<file path="src/eeprom_ctrl_pkg.sv">
// Purpose: Shared constants and types for the data EEPROM program control.
// Assumes: One 200 MHz clock; AXI4-Lite register access with 32-bit data.
// Notes: Offsets are byte addresses; every register is one aligned word.
`default_nettype none
package eeprom_ctrl_pkg;
	// Array and latch geometry
	localparam int ADDR_W = 8;
	localparam int DATA_W = 8;
	localparam int ARRAY_DEPTH = 256;
	localparam int LATCH_COUNT = 16;
	localparam int LATCH_IDX_W = 4;
	localparam int ROW_W = 4;
	localparam logic [LATCH_IDX_W-1:0] LAST_LATCH = 4'hF;

	// Register offsets and reset values
	localparam logic [7:0] CSR_OFFSET = 8'h2C;
	localparam logic [7:0] IRQ_STATUS_OFFSET = 8'h30;
	localparam logic [7:0] IRQ_MASK_OFFSET = 8'h34;
	localparam logic [7:0] CSR_RESET = 8'h00;

	// Control/status field positions
	localparam int CSR_PGM_BIT = 0;
	localparam int CSR_LAT_BIT = 1;
	localparam int CSR_IE_BIT = 2;

	// Sticky event layout, shared by status and mask
	localparam int EV_W = 3;
	localparam int EV_DONE = 0;
	localparam int EV_WR_IGNORED = 1;
	localparam int EV_RD_FLOAT = 2;
	localparam logic [EV_W-1:0] EV_RESET = 3'h0;

	// Programming cycle timing
	localparam int CLK_PERIOD_PS = 5000;
	localparam int PROG_TIME_NS = 10000;
	localparam int PROG_CYCLES =
		(PROG_TIME_NS * 1000 + CLK_PERIOD_PS - 1) / CLK_PERIOD_PS;
	localparam int PROG_CNT_W = 12;

	// Bus answers
	localparam logic [1:0] RESP_OKAY = 2'h0;
	localparam logic [1:0] RESP_SLVERR = 2'h2;

	typedef enum logic [4:0] {
		ST_IDLE = 5'h01,
		ST_PROG = 5'h02,
		ST_COMMIT = 5'h04,
		ST_WAIT = 5'h08,
		ST_HALT = 5'h10
	} eeState_t;
endpackage : eeprom_ctrl_pkg
`default_nettype wire

</file>
<file path="src/eeprom_byte_array.sv">
// Purpose: 256-byte storage array with one write and one read port.
// Assumes: Write and read may hit the same word; read returns old data.
// Notes: Read data come out of a register one edge after the address.
`default_nettype none
`timescale 1ns/1ps
module eeprom_byte_array
	import eeprom_ctrl_pkg::*;
(
	input wire logic sys_clk,
	input wire logic wrEn,
	input wire logic [ADDR_W-1:0] wrAddr,
	input wire logic [DATA_W-1:0] wrData,
	input wire logic [ADDR_W-1:0] rdAddr,
	output logic [DATA_W-1:0] rdData
);
	logic [DATA_W-1:0] mem [ARRAY_DEPTH];

	// Array write
	always_ff @(posedge sys_clk) begin
		if (wrEn) begin
			mem[wrAddr] <= wrData;
		end
	end

	// Registered read
	always_ff @(posedge sys_clk) begin
		rdData <= mem[rdAddr];
	end
endmodule : eeprom_byte_array
`default_nettype wire

</file>
<file path="src/eeprom_prog_ctrl.sv">
// Purpose: Data EEPROM program control with AXI4-Lite registers.
// Assumes: CPU bus, wait and halt signals share sys_clk; no synchronisers.
// Notes: Programming commits latched bytes after an internal delay.
//
// Overview of operation
// - Wait instruction with no cycle running enters wait state at once.
// - Wait during programming finishes the cycle, then enters wait.
// - Halt stops at once, abandoning any cycle; data may be bad.
// - Reads of the array in write mode leave the data bus undriven.
// - Writes to the array in read mode are ignored, nothing latched.
// - Control/status bits 7 to 3 always read as zero.
// - Interrupt enable bit 2 allows a request when programming ends.
// - Pending end request clears when the CPU enters its routine.
// - Write-mode bit 1 set by software, cleared by hardware at end.
// - Software may clear write mode only while programming bit is zero.
// - Writing one to bit 0 starts programming; reads one meanwhile.
// - At cycle end hardware clears bit 0 and raises enabled request.
// - Control/status register sits at 002Ch and resets to zero.
// - Write-mode array writes land in 16 latches by low address bits.
// - Programmed row comes from the upper address of the last write.
// - Latches clear only at cycle end and write-mode falling edge.
// - Read mode returns the addressed byte one clock later.
//
// Design decision made here: the AXI4-Lite register port.
`default_nettype none
`timescale 1ns/1ps
module eeprom_prog_ctrl
	import eeprom_ctrl_pkg::*;
(
	input wire logic sys_clk,
	input wire logic rst_n,
	// AXI4-Lite slave
	input wire logic s_axi_awvalid,
	output logic s_axi_awready,
	input wire logic [7:0] s_axi_awaddr,
	input wire logic s_axi_wvalid,
	output logic s_axi_wready,
	input wire logic [31:0] s_axi_wdata,
	input wire logic [3:0] s_axi_wstrb,
	output logic s_axi_bvalid,
	input wire logic s_axi_bready,
	output logic [1:0] s_axi_bresp,
	input wire logic s_axi_arvalid,
	output logic s_axi_arready,
	input wire logic [7:0] s_axi_araddr,
	output logic s_axi_rvalid,
	input wire logic s_axi_rready,
	output logic [31:0] s_axi_rdata,
	output logic [1:0] s_axi_rresp,
	// CPU memory bus to the EEPROM area
	input wire logic cpuSel,
	input wire logic cpuRd,
	input wire logic cpuWr,
	input wire logic [ADDR_W-1:0] cpuAddr,
	input wire logic [DATA_W-1:0] cpuWdata,
	output logic [DATA_W-1:0] cpuRdata,
	output logic cpuRdataOe,
	// Power modes and interrupts
	input wire logic waitReq,
	input wire logic haltReq,
	input wire logic intAck,
	output logic eeWaitState,
	output logic eeHalted,
	output logic eeIrq,
	output logic irq
);
	// Register hit decode shared by write and read paths
	function automatic logic regHit(input logic [7:0] a,
		input logic [7:0] off);
		regHit = (a[7:2] == off[7:2]);
	endfunction : regHit

	eeState_t st_r;
	logic pgm_r, lat_r, ie_r, latPrev_r;
	logic [PROG_CNT_W-1:0] progCnt_r;
	logic [LATCH_IDX_W-1:0] commitIdx_r;
	logic [ROW_W-1:0] row_r;
	logic [EV_W-1:0] irqStat_r, irqMask_r, evSet, evClr;
	logic awTaken_r, wTaken_r;
	logic [7:0] awAddr_r;
	logic [31:0] wData_r;
	logic [3:0] wStrb_r;
	logic regWe, csrWe, startReq, abortReq, progEnd, busy, latFall;
	logic arHs, latchWe, latchClr, latchValid, arrayWe, mapped;
	logic [DATA_W-1:0] latchData, arrayRdata;

	////////////////////////////////////////////////////////////////////
	// AXI4-Lite write channel: address and data in either order
	assign s_axi_awready = !awTaken_r && !s_axi_bvalid;
	assign s_axi_wready = !wTaken_r && !s_axi_bvalid;
	assign regWe = awTaken_r && wTaken_r && !s_axi_bvalid;
	assign mapped = regHit(awAddr_r, CSR_OFFSET) ||
		regHit(awAddr_r, IRQ_STATUS_OFFSET) ||
		regHit(awAddr_r, IRQ_MASK_OFFSET);

	always_ff @(posedge sys_clk or negedge rst_n) begin
		if (!rst_n) begin
			awTaken_r <= 1'b0;
			wTaken_r <= 1'b0;
			awAddr_r <= 8'h00;
			wData_r <= 32'h0000_0000;
			wStrb_r <= 4'h0;
			s_axi_bvalid <= 1'b0;
			s_axi_bresp <= RESP_OKAY;
		end else begin
			if (s_axi_awvalid && s_axi_awready) begin
				awTaken_r <= 1'b1;
				awAddr_r <= s_axi_awaddr;
			end
			if (s_axi_wvalid && s_axi_wready) begin
				wTaken_r <= 1'b1;
				wData_r <= s_axi_wdata;
				wStrb_r <= s_axi_wstrb;
			end
			if (regWe) begin
				awTaken_r <= 1'b0;
				wTaken_r <= 1'b0;
				s_axi_bvalid <= 1'b1;
				s_axi_bresp <= mapped ? RESP_OKAY : RESP_SLVERR;
			end else if (s_axi_bready) begin
				s_axi_bvalid <= 1'b0;
			end
		end
	end

	////////////////////////////////////////////////////////////////////
	// AXI4-Lite read channel; reserved bits read as zero
	assign s_axi_arready = !s_axi_rvalid;
	assign arHs = s_axi_arvalid && s_axi_arready;

	always_ff @(posedge sys_clk or negedge rst_n) begin
		if (!rst_n) begin
			s_axi_rvalid <= 1'b0;
			s_axi_rdata <= 32'h0000_0000;
			s_axi_rresp <= RESP_OKAY;
		end else if (arHs) begin
			s_axi_rvalid <= 1'b1;
			s_axi_rresp <= RESP_OKAY;
			if (regHit(s_axi_araddr, CSR_OFFSET)) begin
				s_axi_rdata <= {29'h0, ie_r, lat_r, pgm_r};
			end else if (regHit(s_axi_araddr, IRQ_STATUS_OFFSET)) begin
				s_axi_rdata <= {29'h0, irqStat_r};
			end else if (regHit(s_axi_araddr, IRQ_MASK_OFFSET)) begin
				s_axi_rdata <= {29'h0, irqMask_r};
			end else begin
				s_axi_rdata <= 32'h0000_0000;
				s_axi_rresp <= RESP_SLVERR;
			end
		end else if (s_axi_rready) begin
			s_axi_rvalid <= 1'b0;
		end
	end

	////////////////////////////////////////////////////////////////////
	// Control/status bits
	assign csrWe = regWe && regHit(awAddr_r, CSR_OFFSET) && wStrb_r[0];
	assign busy = (st_r == ST_PROG) || (st_r == ST_COMMIT);
	assign startReq = csrWe && wData_r[CSR_PGM_BIT] && (st_r == ST_IDLE)
		&& !haltReq;
	assign abortReq = csrWe && !wData_r[CSR_PGM_BIT] && busy && !haltReq;
	assign progEnd = (st_r == ST_COMMIT) && (commitIdx_r == LAST_LATCH)
		&& !haltReq;

	// Programming bit
	always_ff @(posedge sys_clk or negedge rst_n) begin
		if (!rst_n) begin
			pgm_r <= CSR_RESET[CSR_PGM_BIT];
		end else if (haltReq || progEnd || abortReq) begin
			pgm_r <= 1'b0;
		end else if (startReq) begin
			pgm_r <= 1'b1;
		end
	end

	// Write-mode bit
	always_ff @(posedge sys_clk or negedge rst_n) begin
		if (!rst_n) begin
			lat_r <= CSR_RESET[CSR_LAT_BIT];
		end else if (progEnd) begin
			lat_r <= 1'b0;
		end else if (csrWe) begin
			if (wData_r[CSR_LAT_BIT]) begin
				lat_r <= 1'b1;
			end else if (!pgm_r) begin
				lat_r <= 1'b0;
			end
		end
	end

	// Interrupt enable and falling-edge tracker of write mode
	always_ff @(posedge sys_clk or negedge rst_n) begin
		if (!rst_n) begin
			ie_r <= CSR_RESET[CSR_IE_BIT];
			latPrev_r <= 1'b0;
		end else begin
			latPrev_r <= lat_r;
			if (csrWe) begin
				ie_r <= wData_r[CSR_IE_BIT];
			end
		end
	end
	assign latFall = latPrev_r && !lat_r;

	////////////////////////////////////////////////////////////////////
	// Cycle sequencer
	always_ff @(posedge sys_clk or negedge rst_n) begin
		if (!rst_n) begin
			st_r <= ST_IDLE;
		end else if (haltReq) begin
			st_r <= ST_HALT;
		end else begin
			case (st_r)
				ST_IDLE: begin
					if (startReq) begin
						st_r <= ST_PROG;
					end else if (waitReq) begin
						st_r <= ST_WAIT;
					end
				end
				ST_PROG: begin
					if (abortReq) begin
						st_r <= ST_IDLE;
					end else if (progCnt_r ==
						PROG_CNT_W'(PROG_CYCLES - 1)) begin
						st_r <= ST_COMMIT;
					end
				end
				ST_COMMIT: begin
					if (abortReq) begin
						st_r <= ST_IDLE;
					end else if (progEnd) begin
						st_r <= waitReq ? ST_WAIT : ST_IDLE;
					end
				end
				ST_WAIT: begin
					if (!waitReq) begin
						st_r <= ST_IDLE;
					end
				end
				ST_HALT: begin
					st_r <= ST_IDLE;
				end
				default: begin
					st_r <= ST_IDLE;
				end
			endcase
		end
	end

	// Delay counter and commit walk
	always_ff @(posedge sys_clk or negedge rst_n) begin
		if (!rst_n) begin
			progCnt_r <= '0;
			commitIdx_r <= '0;
		end else begin
			progCnt_r <= (st_r == ST_PROG) ? progCnt_r + 1'b1 : '0;
			commitIdx_r <= (st_r == ST_COMMIT) ? commitIdx_r + 1'b1 : '0;
		end
	end

	assign eeWaitState = (st_r == ST_WAIT);
	assign eeHalted = (st_r == ST_HALT);

	////////////////////////////////////////////////////////////////////
	// CPU side: latch capture, row tracking, array read
	assign latchWe = cpuSel && cpuWr && lat_r && !eeHalted;
	assign latchClr = progEnd || latFall;
	assign arrayWe = (st_r == ST_COMMIT) && latchValid && !haltReq;

	// Row of the most recent latched write
	always_ff @(posedge sys_clk or negedge rst_n) begin
		if (!rst_n) begin
			row_r <= '0;
		end else if (latchWe) begin
			row_r <= cpuAddr[ADDR_W-1:LATCH_IDX_W];
		end
	end

	// Drive enable for read data, one clock after the access
	always_ff @(posedge sys_clk or negedge rst_n) begin
		if (!rst_n) begin
			cpuRdataOe <= 1'b0;
		end else begin
			cpuRdataOe <= cpuSel && cpuRd && !lat_r && !eeHalted;
		end
	end
	assign cpuRdata = arrayRdata;

	eeprom_row_latch uLatch (
		.sys_clk(sys_clk),
		.rst_n(rst_n),
		.capWe(latchWe),
		.capIdx(cpuAddr[LATCH_IDX_W-1:0]),
		.capData(cpuWdata),
		.clr(latchClr),
		.rdIdx(commitIdx_r),
		.rdData(latchData),
		.rdValid(latchValid)
	);

	eeprom_byte_array uArray (
		.sys_clk(sys_clk),
		.wrEn(arrayWe),
		.wrAddr({row_r, commitIdx_r}),
		.wrData(latchData),
		.rdAddr(cpuAddr),
		.rdData(arrayRdata)
	);

	////////////////////////////////////////////////////////////////////
	// End-of-programming request; set wins over acknowledge
	always_ff @(posedge sys_clk or negedge rst_n) begin
		if (!rst_n) begin
			eeIrq <= 1'b0;
		end else if (progEnd && ie_r) begin
			eeIrq <= 1'b1;
		end else if (intAck) begin
			eeIrq <= 1'b0;
		end
	end

	// Sticky events, cleared by reading the status register
	assign evSet = {cpuSel && cpuRd && lat_r,
		cpuSel && cpuWr && !lat_r, progEnd};
	assign evClr = (arHs && regHit(s_axi_araddr, IRQ_STATUS_OFFSET)) ?
		{EV_W{1'b1}} : EV_RESET;

	always_ff @(posedge sys_clk or negedge rst_n) begin
		if (!rst_n) begin
			irqStat_r <= EV_RESET;
		end else begin
			irqStat_r <= (irqStat_r & ~evClr) | evSet;
		end
	end

	// Mask register
	always_ff @(posedge sys_clk or negedge rst_n) begin
		if (!rst_n) begin
			irqMask_r <= EV_RESET;
		end else if (regWe && regHit(awAddr_r, IRQ_MASK_OFFSET) &&
			wStrb_r[0]) begin
			irqMask_r <= wData_r[EV_W-1:0];
		end
	end
	assign irq = |(irqStat_r & irqMask_r);
endmodule : eeprom_prog_ctrl
`default_nettype wire

</file>
<file path="src/eeprom_row_latch.sv">
// Purpose: Sixteen byte latches that collect one row before programming.
// Assumes: Capture and clear never need to happen in the same cycle.
// Notes: A second write to a filled latch ANDs into it (over-program).
`default_nettype none
`timescale 1ns/1ps
module eeprom_row_latch
	import eeprom_ctrl_pkg::*;
(
	input wire logic sys_clk,
	input wire logic rst_n,
	input wire logic capWe,
	input wire logic [LATCH_IDX_W-1:0] capIdx,
	input wire logic [DATA_W-1:0] capData,
	input wire logic clr,
	input wire logic [LATCH_IDX_W-1:0] rdIdx,
	output logic [DATA_W-1:0] rdData,
	output logic rdValid
);
	logic [DATA_W-1:0] latchData_r [LATCH_COUNT];
	logic [LATCH_COUNT-1:0] latchValid_r;

	// One latch per slot; clear wins over capture
	for (genvar i = 0; i < LATCH_COUNT; i++) begin : gSlot
		always_ff @(posedge sys_clk or negedge rst_n) begin
			if (!rst_n) begin
				latchData_r[i] <= 8'h00;
				latchValid_r[i] <= 1'b0;
			end else if (clr) begin
				latchData_r[i] <= 8'h00;
				latchValid_r[i] <= 1'b0;
			end else if (capWe && capIdx == LATCH_IDX_W'(i)) begin
				latchData_r[i] <= latchValid_r[i] ?
					(latchData_r[i] & capData) : capData;
				latchValid_r[i] <= 1'b1;
			end
		end
	end

	// Commit side view of one slot
	assign rdData = latchData_r[rdIdx];
	assign rdValid = latchValid_r[rdIdx];
endmodule : eeprom_row_latch
`default_nettype wire
</file>
<file path="config.mk">
export PLATFORM = sky130hd
export DESIGN_NAME = eeprom_prog_ctrl
export DESIGN_NICKNAME = d
export VERILOG_FILES = /design/src/eeprom_ctrl_pkg.sv /design/src/eeprom_byte_array.sv /design/src/eeprom_prog_ctrl.sv /design/src/eeprom_row_latch.sv
export SDC_FILE = /design/constraint.sdc
export NUM_CORES = 2
export LEC_CHECK = 0
export ABC_AREA = 1
export BUFFER_PORTS_ARGS = -buffer_cell sky130_fd_sc_hd__buf_2
export CAP_MARGIN = 40
export CELL_PAD_IN_SITES_DETAIL_PLACEMENT = 0
export CELL_PAD_IN_SITES_GLOBAL_PLACEMENT = 1
export CORE_AREA = 2 2 436 438
export DETAILED_ROUTE_END_ITERATION = 16
export DIE_AREA = 0 0 438 440
export PLACE_DENSITY_LB_ADDON = 0.1
export SYNTH_ARGS = -nofsm -noshare
export SYNTH_HDL_FRONTEND = slang
export SYNTH_SLANG_ARGS = --single-unit
</file>
<file path="constraint.sdc">
create_clock -name sys_clk -period 7.88 [get_ports sys_clk]
set_clock_uncertainty 0.15 [all_clocks]
set_input_delay 1.576 -clock sys_clk [delete_from_list [all_inputs] [get_ports sys_clk]]
set_output_delay 1.576 -clock sys_clk [all_outputs]
set_load 0.005 [all_outputs]
</file>
==> run summary <==
status: complete, no violations
crit end category: flop
CP Class: reg2reg
PD cells: 246.9 nW/um2
fin. max-slew vios: 0
layout net count: 8832
Main synth FF type: edfxtp_1
cell accounting for the most synthesized area: edfxtp_1
Routed WL: 266000 um
DRT iter0 DRCs: 5856
critical path buffer and inverter count: 1
GP Congestion: 0.8377
first-pass GRT wire length: 391300 um
worst path cell trace: inv_2, a21oi_1, o21ai_0, nand2_1, nand2_1, nand4_1, nand2_2, nor3_2, nand2_1, nor2_1
crit-path leading delay family: simple AND/OR/NAND/NOR gates
worst r2r path cells: 10
unrepaired setup endpoints after global routing: no
CTS buffer count: 231
grt ovf: 0
Hold Path Class: reg2reg
CTS tree: yes
Area after DPL: 96440 um2
Fin. Hold Viols: 0
Final period util: 0.6117
pin count of the biggest net entering global routing: 209
Vias: 62420
setup violators final: 0
Final Cell Area: 103800 um2
Die ar.: 192700 um2
post-synthesis sequential area ratio: 0.7135
Starting Density: 0.4955
initial antenna violation count: 8
Final min period: 4820 ps
Leak Pwr: 42.54 nW
ranking of synthesized cells by area: edfxtp_1 (66%), nand2_1 (17%), dfrtp_1 (5.3%), nor2_1 (2.6%), nand3_1 (1.9%)
Max Fclk: 207.5 MHz
VDD IR-drop max: 0.0002155 V
Worst path most repeated cell: nand2_1
# hold bufs at CTS: 0
htree depth: 4
Max FO, Critical Path: 38
Die Span Y: 440 um
worst-skew pair later-pin latency: 880 ps
Gate Count Post-Synth: 8771
post-CTS setup buffers: 0
Worst Max-Slew Pin Slew: 1103 ps
RR Startpoint: commitIdx_r[1]
Die Span X: 438 um
total stage count of the critical path: 10
Max clock buf depth: 3
CP arrival: 5160 ps
Clock Sinks: 2256
DRT Pass-1 Iters: 6
YS warnings: 0
Routed Antenna Nets: 0
CP peak stage delay: 930 ps
Rel. slew slack: 0.2649
Via density: 5.449
GRT Overall Usage: 0.2750
commonest non-fill, non-tap cell in the layout: nand2_1
Post-route DRC: 0
Avg Cell Area, Syn: 10.65 um2
PostCTS Resize Cnt: 0
CP Launch Point: commitIdx_r[1]
Distinct cells, synth: 44
crit path to: uArray.mem[228][0]
CP required: 8220 ps
Port Buf Inserts: 67
drt wl/cell: 23.22 um
# rows: 160
num ports: 135
share of cells above drive strength 1: 0.06397
FF+latch count, synth: 2256
Area Overhead vs Synth: 11.04%
asr flop ratio synth: 0.08865
core area: 188600 um2
Critical Path Start Type: flop
synthesized area: 93440 um2
vias in the first global route: 59350
FF-to-FF End: uArray.mem[228][0]
Crit-path slowest cell: nor2_1
detailed placement HPWL: 147900 um
commonest non-fill, non-tap cells in the layout: nand2_1 (4113), edfxtp_1 (2048), nor2_1 (641)
setup TNS: 0 ps
root buf cell: clkbuf_16
Max Cap Viol: 0
Post-synth EDFFs: 2048
r2r setup slk: 3060 ps
clock-pin slew on the worst setup and hold paths: 60 ps
post-synth top area share: 0.6582
## sequential cells by signal, summed over array words and instances, names as in the netlist, 3 cells and up
signal,cells
progCnt_r,12
uArray.rdData,8
uArray.mem,2048
row_r,4
uLatch.latchData_r,128
s_axi_rdata,3
commitIdx_r,4
irqStat_r,3
irqMask_r,3
wData_r,3
uLatch.latchValid_r,16
awAddr_r,6
st_r,5
## through the flow
stage / power [W] / utilization / worst slack [ps] / hold slack (ps) / std cells
6_report: 0.02562 / 0.5502 / 3060 / 307.6 / 11460
5_1_grt: 0.02639 / 0.5502 / 2794 / 332.8 / 11450
3_3_place_gp: 0.01520 / 0.5091 / 2656 / 287.8 / 11000
3_5_place_dp: 0.01527 / 0.5114 / 2708 / 293.9 / 11020
2_1_floorplan: 0.01460 / - / 2716 / 262.9 / 8801
4_1_cts: 0.02577 / 0.5500 / 3067 / 309.0 / 11450
## kinds of logic (layout without fill, tap and decap cells)
family | count (synthesis) | after routing | share of synthesized area
AOI/OAI and AO/OA | 624 | 624 | 0.03573
muxes | 8 | 8 | 0.0009642
buffers and inverters | 627 | 767 | 0.02978
DFF | 2256 | 2256 | 0.7135
adders and majority gates | 5 | 5 | 0.0006695
and+or+nand+nor | 5250 | 5250 | 0.2194
other | 1 | 34 | 0.00004013
## synth_stat cells (3+ instances only)
| cell | number |
|---|---|
| mux2_2 | 8 |
| clkbuf_1 | 173 |
| nand3_1 | 358 |
| inv_1 | 145 |
| a2111o_1 | 8 |
| a21boi_0 | 16 |
| buf_6 | 5 |
| clkinv_1 | 4 |
| edfxtp_1 | 2048 |
| nand2_2 | 11 |
| o21ai_1 | 3 |
| nor3_1 | 9 |
| o22ai_1 | 69 |
| o21ai_0 | 293 |
| nand2_4 | 4 |
| inv_2 | 6 |
| nor2_2 | 4 |
| nand2_1 | 4130 |
| ha_1 | 5 |
| nor3_2 | 4 |
| a21oi_1 | 225 |
| buf_1 | 53 |
| dfrtp_1 | 199 |
| dfxtp_1 | 8 |
| nor2_1 | 644 |
| buf_2 | 205 |
| buf_4 | 36 |
| nand4_1 | 80 |
| o22a_1 | 3 |
## metal layers
metal / share of wire / GRT usage / vias up
met5: 0 / 0 / -
met4: 0.030 / 0.08576 / 0
met3: 0.070 / 0.04511 / 381
met2: 0.47 / 0.4420 / 2112
met1: 0.43 / 0.3853 / 30610
li1: - / - / 29320
## report_power, final
part	switching [W]	internal [W]	leakage, nW
combinational	0.00129	0.000422	14.8
sequential	0.000129	0.0132	24.2
clock	0.00458	0.00600	3.57
## final cells by class
class	count	area, um2
Antenna cell	3	7.507
Clock buffer	283	6078
Clock inverter	145	1205
Fill cell	16220	84820
Inverter	155	609.3
Multi-Input combinational cell	5918	24180
Sequential cell	2256	66670
Tap cell	2511	3142
Timing Repair Buffer	184	1866
## worst register-to-register path, delay by kind of cell (launching register included)
kind,cells,cell delay (ps)
AOI/OAI and AO/OA,2,350
DFF,1,840
buffers and inverters,1,530
and+or+nand+nor,7,2580
## how the worst min path moves through the flow
stage | start | to | slack, ps | cells after the start
global placement | lat_r | latPrev_r | 290 | 0
CTS | lat_r | latPrev_r | 310 | 0
detailed placement | lat_r | latPrev_r | 290 | 0
global route | lat_r | latPrev_r | 330 | 0
floorplan | lat_r | latPrev_r | 260 | 0
finish | lat_r | latPrev_r | 310 | 0
(Power assumes the default switching activity.)
